===== config.mk =====
export PLATFORM = sky130hd
export DESIGN_NAME = dpll_loop_param_config
export DESIGN_NICKNAME = d
export VERILOG_FILES = /design/src/hw/dpll_loop_param_pkg.sv /design/src/hw/damping_decode.sv /design/src/hw/dpll_loop_param_config.sv
export SDC_FILE = /design/constraint.sdc
export NUM_CORES = 1
export LEC_CHECK = 0
export BUFFER_PORTS_ARGS = -buffer_cell sky130_fd_sc_hd__buf_4
export CORE_MARGIN = 3
export CORE_UTILIZATION = 45
export CTS_CLUSTER_DIAMETER = 100
export DETAILED_ROUTE_END_ITERATION = 7
export MAX_ROUTING_LAYER = met4
export PLACE_DENSITY = 0.71
export SKIP_CTS_REPAIR_TIMING = 1
export SLEW_MARGIN = 20
export SYNTH_ARGS = -nofsm -noshare
export SYNTH_HDL_FRONTEND = slang
export SYNTH_SLANG_ARGS = --single-unit

===== constraint.sdc =====
create_clock -name i_ref_clk -period 2.51 [get_ports i_ref_clk]
set_input_delay 0.3765 -clock i_ref_clk [delete_from_list [all_inputs] [get_ports i_ref_clk]]
set_output_delay 0.3765 -clock i_ref_clk [all_outputs]
set_load 0.02 [all_outputs]

===== src/hw/dpll_loop_param_pkg.sv =====
// Package with register map, field layout, reset values and encodings of the loop parameter block.
package dpll_loop_param_pkg;
	localparam logic [7:0] ADDR_AUX_PLL_LOOP_CFG2 = 8'h6a;
	localparam logic [7:0] ADDR_MAIN_PLL_LOOP_CFG2 = 8'h6b;
	localparam logic [7:0] ADDR_AUX_PLL_PD_GAIN_CFG = 8'h6c;
	localparam logic [7:0] ADDR_MAIN_PLL_PD_GAIN_CFG = 8'h6d;

	localparam logic [7:0] RST_LOOP_CFG2 = 8'h13;
	localparam logic [7:0] RST_PD_GAIN_CFG = 8'hc2;
	localparam logic [7:0] MASK_LOOP_CFG2 = 8'h77;
	localparam logic [7:0] MASK_PD_GAIN_CFG = 8'hf7;

	localparam int DAMPING_CODE_LSB = 0;
	localparam int GAIN_ANALOG_LOWRATE_LSB = 4;
	localparam int GAIN_DIGITAL_LSB = 0;
	localparam int GAIN_ANALOG_LSB = 4;
	localparam int AUTO_GAIN_ENABLE_BIT = 7;

	localparam logic [2:0] MAIN_FREQ_DIGITAL_FB = 3'h0;
	localparam logic [2:0] MAIN_FREQ_ANALOG_FB = 3'h1;

	localparam logic [1:0] AUX_BW_18HZ = 2'h0;
	localparam logic [1:0] AUX_BW_35HZ = 2'h1;
	localparam logic [1:0] AUX_BW_70HZ = 2'h2;

	localparam logic [4:0] MAIN_BW_4HZ = 5'h0d;
	localparam logic [4:0] MAIN_BW_8HZ = 5'h0e;
	localparam logic [4:0] MAIN_BW_18HZ = 5'h0f;
	localparam logic [4:0] MAIN_BW_35HZ = 5'h10;
	localparam logic [4:0] MAIN_BW_70HZ = 5'h11;

	localparam logic [2:0] DAMPING_CODE_CODE_1 = 3'h1;
	localparam logic [2:0] DAMPING_CODE_CODE_2 = 3'h2;
	localparam logic [2:0] DAMPING_CODE_CODE_3 = 3'h3;
	localparam logic [2:0] DAMPING_CODE_CODE_4 = 3'h4;
	localparam logic [2:0] DAMPING_CODE_CODE_5 = 3'h5;

	// Gain peaking in hundredths of a dB.
	localparam logic [5:0] PEAK_DF_1P2 = 6'h28;
	localparam logic [5:0] PEAK_DF_2P5 = 6'h14;
	localparam logic [5:0] PEAK_DF_5 = 6'h0a;
	localparam logic [5:0] PEAK_DF_10 = 6'h06;
	localparam logic [5:0] PEAK_DF_20 = 6'h03;

	typedef enum logic [2:0] {BW_COL_LE4, BW_COL_8, BW_COL_18, BW_COL_35, BW_COL_70} bw_col_t;
	typedef enum logic [2:0] {DF_1P2, DF_2P5, DF_5, DF_10, DF_20} damping_t;
endpackage


===== src/hw/damping_decode.sv =====
// Combinational damping factor and gain peaking decoder for one loop.
`timescale 1ns/100ps
module damping_decode (
	input wire logic [2:0] i_damping_code,
	input dpll_loop_param_pkg::bw_col_t i_bw_col,
	output dpll_loop_param_pkg::damping_t o_damping,
	output logic [5:0] o_gain_peak
);
	always_comb begin
		o_damping = dpll_loop_param_pkg::DF_5;
		// Undefined codes fall back to the reset damping of 5.
		case (i_damping_code)
			dpll_loop_param_pkg::DAMPING_CODE_CODE_1: begin
				if (i_bw_col == dpll_loop_param_pkg::BW_COL_LE4) begin
					o_damping = dpll_loop_param_pkg::DF_5;
				end else if (i_bw_col == dpll_loop_param_pkg::BW_COL_8) begin
					o_damping = dpll_loop_param_pkg::DF_2P5;
				end else begin
					o_damping = dpll_loop_param_pkg::DF_1P2;
				end
			end
			dpll_loop_param_pkg::DAMPING_CODE_CODE_2: begin
				if (i_bw_col == dpll_loop_param_pkg::BW_COL_LE4 || i_bw_col == dpll_loop_param_pkg::BW_COL_8) begin
					o_damping = dpll_loop_param_pkg::DF_5;
				end else begin
					o_damping = dpll_loop_param_pkg::DF_2P5;
				end
			end
			dpll_loop_param_pkg::DAMPING_CODE_CODE_4: begin
				if (i_bw_col == dpll_loop_param_pkg::BW_COL_35 || i_bw_col == dpll_loop_param_pkg::BW_COL_70) begin
					o_damping = dpll_loop_param_pkg::DF_10;
				end
			end
			dpll_loop_param_pkg::DAMPING_CODE_CODE_5: begin
				if (i_bw_col == dpll_loop_param_pkg::BW_COL_35) begin
					o_damping = dpll_loop_param_pkg::DF_10;
				end else if (i_bw_col == dpll_loop_param_pkg::BW_COL_70) begin
					o_damping = dpll_loop_param_pkg::DF_20;
				end
			end
			default: begin
				o_damping = dpll_loop_param_pkg::DF_5;
			end
		endcase
	end

	always_comb begin
		case (o_damping)
			dpll_loop_param_pkg::DF_1P2: o_gain_peak = dpll_loop_param_pkg::PEAK_DF_1P2;
			dpll_loop_param_pkg::DF_2P5: o_gain_peak = dpll_loop_param_pkg::PEAK_DF_2P5;
			dpll_loop_param_pkg::DF_10: o_gain_peak = dpll_loop_param_pkg::PEAK_DF_10;
			dpll_loop_param_pkg::DF_20: o_gain_peak = dpll_loop_param_pkg::PEAK_DF_20;
			default: o_gain_peak = dpll_loop_param_pkg::PEAK_DF_5;
		endcase
	end
endmodule


===== src/hw/dpll_loop_param_config.sv =====
// Loop parameter registers and damping and phase detector gain selection for the main and auxiliary loops.
`timescale 1ns/100ps
module dpll_loop_param_config (
	input wire logic i_ref_clk,
	input wire logic i_srst,
	input wire logic i_wr_en,
	input wire logic i_rd_en,
	input wire logic [7:0] i_addr,
	input wire logic [7:0] i_wr_data,
	input wire logic [2:0] i_main_loop_freq_sel,
	input wire logic i_aux_loop_digital_feedback_sel,
	input wire logic [1:0] i_aux_loop_bandwidth,
	input wire logic [4:0] i_main_loop_acq_bandwidth,
	input wire logic [4:0] i_main_loop_locked_bandwidth,
	input wire logic i_main_loop_acquiring,
	input wire logic i_main_input_le_8khz,
	input wire logic i_aux_input_le_8khz,
	output logic [7:0] o_rd_data,
	output logic o_rd_valid,
	output dpll_loop_param_pkg::damping_t o_main_damping,
	output logic [5:0] o_main_gain_peak,
	output dpll_loop_param_pkg::damping_t o_aux_damping,
	output logic [5:0] o_aux_gain_peak,
	output logic o_main_pd_second_enable,
	output logic [2:0] o_main_pd_second_gain,
	output logic o_aux_pd_second_enable,
	output logic [2:0] o_aux_pd_second_gain
);
	logic [7:0] aux_pll_loop_cfg2_ff;
	logic [7:0] main_pll_loop_cfg2_ff;
	logic [7:0] aux_pll_pd_gain_cfg_ff;
	logic [7:0] main_pll_pd_gain_cfg_ff;
	logic [7:0] nxt_rd_data;
	logic [4:0] main_bw;
	dpll_loop_param_pkg::bw_col_t main_bw_col;
	dpll_loop_param_pkg::bw_col_t aux_bw_col;
	dpll_loop_param_pkg::damping_t main_damping;
	dpll_loop_param_pkg::damping_t aux_damping;
	logic [5:0] main_peak;
	logic [5:0] aux_peak;
	logic main_digital_fb;
	logic [2:0] nxt_main_gain;
	logic [2:0] nxt_aux_gain;

	// Register writes; unused bits are masked so they read as zero.
	always_ff @(posedge i_ref_clk) begin
		if (i_srst) begin
			aux_pll_loop_cfg2_ff <= dpll_loop_param_pkg::RST_LOOP_CFG2;
			main_pll_loop_cfg2_ff <= dpll_loop_param_pkg::RST_LOOP_CFG2;
			aux_pll_pd_gain_cfg_ff <= dpll_loop_param_pkg::RST_PD_GAIN_CFG;
			main_pll_pd_gain_cfg_ff <= dpll_loop_param_pkg::RST_PD_GAIN_CFG;
		end else if (i_wr_en) begin
			if (i_addr == dpll_loop_param_pkg::ADDR_AUX_PLL_LOOP_CFG2) begin
				aux_pll_loop_cfg2_ff <= i_wr_data & dpll_loop_param_pkg::MASK_LOOP_CFG2;
			end else if (i_addr == dpll_loop_param_pkg::ADDR_MAIN_PLL_LOOP_CFG2) begin
				main_pll_loop_cfg2_ff <= i_wr_data & dpll_loop_param_pkg::MASK_LOOP_CFG2;
			end else if (i_addr == dpll_loop_param_pkg::ADDR_AUX_PLL_PD_GAIN_CFG) begin
				aux_pll_pd_gain_cfg_ff <= i_wr_data & dpll_loop_param_pkg::MASK_PD_GAIN_CFG;
			end else if (i_addr == dpll_loop_param_pkg::ADDR_MAIN_PLL_PD_GAIN_CFG) begin
				main_pll_pd_gain_cfg_ff <= i_wr_data & dpll_loop_param_pkg::MASK_PD_GAIN_CFG;
			end
		end
	end

	always_comb begin
		if (i_addr == dpll_loop_param_pkg::ADDR_AUX_PLL_LOOP_CFG2) begin
			nxt_rd_data = aux_pll_loop_cfg2_ff;
		end else if (i_addr == dpll_loop_param_pkg::ADDR_MAIN_PLL_LOOP_CFG2) begin
			nxt_rd_data = main_pll_loop_cfg2_ff;
		end else if (i_addr == dpll_loop_param_pkg::ADDR_AUX_PLL_PD_GAIN_CFG) begin
			nxt_rd_data = aux_pll_pd_gain_cfg_ff;
		end else if (i_addr == dpll_loop_param_pkg::ADDR_MAIN_PLL_PD_GAIN_CFG) begin
			nxt_rd_data = main_pll_pd_gain_cfg_ff;
		end else begin
			nxt_rd_data = 8'h00;
		end
	end

	always_ff @(posedge i_ref_clk) begin
		if (i_srst) begin
			o_rd_data <= 8'h00;
			o_rd_valid <= 1'b0;
		end else begin
			o_rd_data <= i_rd_en ? nxt_rd_data : 8'h00;
			o_rd_valid <= i_rd_en;
		end
	end

	assign main_bw = i_main_loop_acquiring ? i_main_loop_acq_bandwidth : i_main_loop_locked_bandwidth;

	always_comb begin
		if (main_bw == dpll_loop_param_pkg::MAIN_BW_8HZ) begin
			main_bw_col = dpll_loop_param_pkg::BW_COL_8;
		end else if (main_bw == dpll_loop_param_pkg::MAIN_BW_18HZ) begin
			main_bw_col = dpll_loop_param_pkg::BW_COL_18;
		end else if (main_bw == dpll_loop_param_pkg::MAIN_BW_35HZ) begin
			main_bw_col = dpll_loop_param_pkg::BW_COL_35;
		end else if (main_bw == dpll_loop_param_pkg::MAIN_BW_70HZ) begin
			main_bw_col = dpll_loop_param_pkg::BW_COL_70;
		end else begin
			main_bw_col = dpll_loop_param_pkg::BW_COL_LE4;
		end
	end

	always_comb begin
		if (i_aux_loop_bandwidth == dpll_loop_param_pkg::AUX_BW_35HZ) begin
			aux_bw_col = dpll_loop_param_pkg::BW_COL_35;
		end else if (i_aux_loop_bandwidth == dpll_loop_param_pkg::AUX_BW_70HZ) begin
			aux_bw_col = dpll_loop_param_pkg::BW_COL_70;
		end else begin
			aux_bw_col = dpll_loop_param_pkg::BW_COL_18;
		end
	end

	damping_decode u_main_damping (
		.i_damping_code(main_pll_loop_cfg2_ff[dpll_loop_param_pkg::DAMPING_CODE_LSB +: 3]),
		.i_bw_col(main_bw_col),
		.o_damping(main_damping),
		.o_gain_peak(main_peak)
	);

	damping_decode u_aux_damping (
		.i_damping_code(aux_pll_loop_cfg2_ff[dpll_loop_param_pkg::DAMPING_CODE_LSB +: 3]),
		.i_bw_col(aux_bw_col),
		.o_damping(aux_damping),
		.o_gain_peak(aux_peak)
	);

	// Only the analog 77.76 MHz code selects analog feedback for the main loop.
	assign main_digital_fb = (i_main_loop_freq_sel != dpll_loop_param_pkg::MAIN_FREQ_ANALOG_FB);

	always_comb begin
		nxt_main_gain = 3'h0;
		if (main_pll_pd_gain_cfg_ff[dpll_loop_param_pkg::AUTO_GAIN_ENABLE_BIT]) begin
			if (main_digital_fb) begin
				nxt_main_gain = main_pll_pd_gain_cfg_ff[dpll_loop_param_pkg::GAIN_DIGITAL_LSB +: 3];
			end else if (i_main_input_le_8khz) begin
				nxt_main_gain = main_pll_loop_cfg2_ff[dpll_loop_param_pkg::GAIN_ANALOG_LOWRATE_LSB +: 3];
			end else begin
				nxt_main_gain = main_pll_pd_gain_cfg_ff[dpll_loop_param_pkg::GAIN_ANALOG_LSB +: 3];
			end
		end
	end

	always_comb begin
		nxt_aux_gain = 3'h0;
		if (aux_pll_pd_gain_cfg_ff[dpll_loop_param_pkg::AUTO_GAIN_ENABLE_BIT]) begin
			if (i_aux_loop_digital_feedback_sel) begin
				nxt_aux_gain = aux_pll_pd_gain_cfg_ff[dpll_loop_param_pkg::GAIN_DIGITAL_LSB +: 3];
			end else if (i_aux_input_le_8khz) begin
				nxt_aux_gain = aux_pll_loop_cfg2_ff[dpll_loop_param_pkg::GAIN_ANALOG_LOWRATE_LSB +: 3];
			end else begin
				nxt_aux_gain = aux_pll_pd_gain_cfg_ff[dpll_loop_param_pkg::GAIN_ANALOG_LSB +: 3];
			end
		end
	end

	// Loop-facing outputs are registered one cycle after the register or mode input changes.
	always_ff @(posedge i_ref_clk) begin
		if (i_srst) begin
			o_main_damping <= dpll_loop_param_pkg::DF_5;
			o_main_gain_peak <= dpll_loop_param_pkg::PEAK_DF_5;
			o_aux_damping <= dpll_loop_param_pkg::DF_5;
			o_aux_gain_peak <= dpll_loop_param_pkg::PEAK_DF_5;
			o_main_pd_second_enable <= 1'b0;
			o_main_pd_second_gain <= 3'h0;
			o_aux_pd_second_enable <= 1'b0;
			o_aux_pd_second_gain <= 3'h0;
		end else begin
			o_main_damping <= main_damping;
			o_main_gain_peak <= main_peak;
			o_aux_damping <= aux_damping;
			o_aux_gain_peak <= aux_peak;
			o_main_pd_second_enable <= main_pll_pd_gain_cfg_ff[dpll_loop_param_pkg::AUTO_GAIN_ENABLE_BIT];
			o_main_pd_second_gain <= nxt_main_gain;
			o_aux_pd_second_enable <= aux_pll_pd_gain_cfg_ff[dpll_loop_param_pkg::AUTO_GAIN_ENABLE_BIT];
			o_aux_pd_second_gain <= nxt_aux_gain;
		end
	end
endmodule


==> metrics <==
fin. max-slew vios 0; Die Y 79.8 µm; die area 0.00637 mm²; Tmin final 1540 ps; Synth Register Bits 60; Synth Flop Type dfxtp_1; CP peak stage delay 520 ps; Synth Net Count 304; Final Hold Vio Count 0; CTS tree built; FFs w/ async S/R, synth 0; core box area 0.00517 mm²; grt total ovfl 0; CP Data Required Time 2780 ps; count of final setup violators 0; Starting Density 0.474; vias in the first global route 2015; Seq. cell area 0.00120 mm²; warnings from Yosys 0; CP top delay family simple AND/OR/NAND/NOR gates; hpwl dp 4240 µm; Routed WL per cell 14.3 µm; status finished clean; footprint of the multi-input gates 0.00119 mm²; Gate power share 0.075; RD Place Congestion 0.848; total net switching power 0.447 mW; area growth from synthesis to layout 32.8%; Max Fclk 651 MHz; largest net degree at the start of global routing 25; Cells after Synth 262; worst vdd ir 0.000462 V; CTS Buf Count 9; PD cells 610 mW/mm²; clk buf depth 2; Vias 2124; Unique masters post-synth 46; post-synthesis sequential area ratio 0.490; number of antenna diodes 0; post-route ant nets 0; DRC 0; Routed WL 5900 µm; Clock Latency Late Sink 330 ps; Port Buf Inserts 71; CP bufs+invs 1; Rows 26; fraction of layout cells with a size suffix above 1 0.276; leading area contributor after synthesis dfxtp_1; vias per inst 5.13; first-pass GRT wire length 9690 µm; DRT iter0 DRCs 179; Inst Count DP 398; Overall Global Routing Usage 0.204; CP cell instances buf_4 > and4bb_2 > nand4_4 > nor2_1 > nand2_1 > a21oi_1; critical path startpoint i_addr[7]; Yosys top cell area share 0.490; I/O pin total 74; Clock transition at path regs 70 ps; Critical Path AT 1810 ps; leak pwr 1.35 nW; clk sink count 60; P_int 1.54 mW; Rel. slew slack 0.555; H-tree Lvls 3; Hold WS 269 ps; Final Power 1.98 mW; final setup skew 5.53 ps; Netlist Area Pre-Place 0.00245 mm²; post-layout instance count excluding filler cells 414; final setup TNS 0 ps; EDFF count, synth 0; antenna violations before repair 0; highest-delay cell along the critical path nor2_1; Worst Hold Launch i_wr_data[7]; Die W 79.8 µm; Hold/Removal Path Class primary input to flip-flop; worst slew pin tran 666 ps; top cells by area, synth dfxtp_1 (49%), mux2i_1 (11%), nor2_1 (5.8%), nand2_1 (4.9%), a21oi_1 (3.3%); mean post-synth cell area 9.35 µm²; r2r setup slk 1020 ps; CP max FO 8; Reg power frac 0.485; switch share 0.225; Reg2Reg Launch Point aux_pll_loop_cfg2_ff[2]$_SDFFE_PP0P_; Fillers 459; number of max-cap violations 0; worst setup path category primary input to flip-flop; Crit. End Element flip-flop; nets 381; unrepaired setup endpoints after global routing false; drt pass-1 iters 4; fin util 0.629; CP Launch Type primary input; Root Driver clkbuf_8; fin crit share 0.612; Clock power frac 0.440
## synthesized netlist by cell type (2+ instances only)
cell type	n
inv_1	8
nor2_1	38
o21ai_0	6
a211oi_1	3
o211ai_1	4
nand3_1	7
a221oi_1	6
dfxtp_1	60
a211o_1	2
nand2_1	32
xnor2_1	2
and3_1	2
mux2i_1	27
a21oi_1	16
o21a_1	2
clkbuf_1	4
nor2b_1	2
nor4b_1	2
and2_1	2
nor4_1	3
ha_1	3
nand4b_1	2
nand2b_1	5
a21o_1	2
## stage by stage
| stage | setup slack (ps) | cell area (µm²) |
|---|---|---|
| 6_report | 974 | 3250 |
| 2_1_floorplan | 947 | 2450 |
| 4_1_cts | 993 | 3250 |
| 5_1_grt | 797 | 3250 |
| 3_5_place_dp | 650 | 3050 |
| 3_3_place_gp | 652 | 3050 |
## placed cells by master, fill, tap and decap left out, types with 2 or more instances in the layout
master / Yosys / layout
and3_1: 2 / 2
o21a_1: 2 / 2
a21o_1: 2 / 2
clkinv_2: 0 / 2
mux2i_1: 27 / 27
nor4_1: 3 / 3
nor4b_1: 2 / 2
buf_4: 1 / 72
a21oi_1: 16 / 16
nor2b_1: 2 / 2
a221oi_1: 6 / 6
nand3_1: 7 / 7
xnor2_1: 2 / 2
dfxtp_1: 60 / 60
nor2_1: 38 / 38
o21ai_0: 6 / 6
o211ai_1: 4 / 4
and2_1: 2 / 2
clkbuf_8: 0 / 11
nand2_1: 32 / 32
ha_1: 3 / 3
nand4b_1: 2 / 2
nand2b_1: 5 / 5
inv_1: 8 / 8
a211o_1: 2 / 2
a211oi_1: 3 / 3
## registers in the layout (all words and copies together) (netlist names), 6 cells and up
| register | count |
|---|---|
| o_rd_data | 7 |
| o_main_gain_peak | 6 |
| main_pll_pd_gain_cfg_ff | 7 |
| main_pll_loop_cfg2_ff | 6 |
| aux_pll_loop_cfg2_ff | 6 |
| aux_pll_pd_gain_cfg_ff | 7 |
| o_aux_gain_peak | 6 |
## kinds of logic (layout without fill, tap and decap cells)
family,count (synthesis),count (layout),share of synthesized area
and+or+nand+nor,106,106,0.221
muxes,27,27,0.110
other,1,1,0.00153
AOI/OAI and AO/OA,48,48,0.130
adders and majority gates,3,3,0.0153
buffers and inverters,15,97,0.0250
xor gates and xnor gates,2,2,0.00715
DFF,60,60,0.490
## worst register-to-register path: cells and delay by family, from the launching register on
kind / cells / cell delay, ps
flip-flops: 1 / 440
AND/OR/NAND/NOR: 1 / 350
buffers and inverters: 1 / 100
AO/OA/AOI/OAI: 3 / 480
## metal layers
layer  routed length (µm)  track usage  part of all wire  vias up
li1                     -            -                 -     1076
met1                 2810        0.271              0.48      957
met4                  109       0.0878             0.018        0
met3                  481       0.0508             0.081       10
met5                    0            -                 0        -
met2                 2500        0.296              0.42       81
## worst paths after layout
path / to / depth (start not counted)
setup / recovery: main_pll_loop_cfg2_ff[5]$_SDFFE_PP0P_ / 6
setup reg to reg: o_aux_gain_peak[3]$_SDFF_PP1_ / 5
hold / removal: aux_pll_pd_gain_cfg_ff[7]$_SDFFE_PP1P_ / 3
hold reg to reg: aux_pll_pd_gain_cfg_ff[0]$_SDFFE_PP0P_ / 2
## power groups by stage
stage               Sequential, mW  Clock [mW]  Combinational [mW]
floorplan                    0.992           0              0.0563
global placement             0.983           0               0.146
detailed placement           0.984           0               0.148
CTS                          0.962       0.889               0.148
global route                 0.962       0.937               0.162
finish                       0.962       0.873               0.149
## final cells by class
| type | count | area share |
|---|---|---|
| clock buffers | 12 | 0.0477 |
| clock inverters | 4 | 0.0146 |
| inverters | 9 | 0.0104 |
| multi-input cells | 187 | 0.365 |
| flip-flops and latches | 60 | 0.369 |
| well taps | 70 | 0.0269 |
| repair buffers | 72 | 0.166 |
Note: power is estimated with default switching activity, not from simulation.
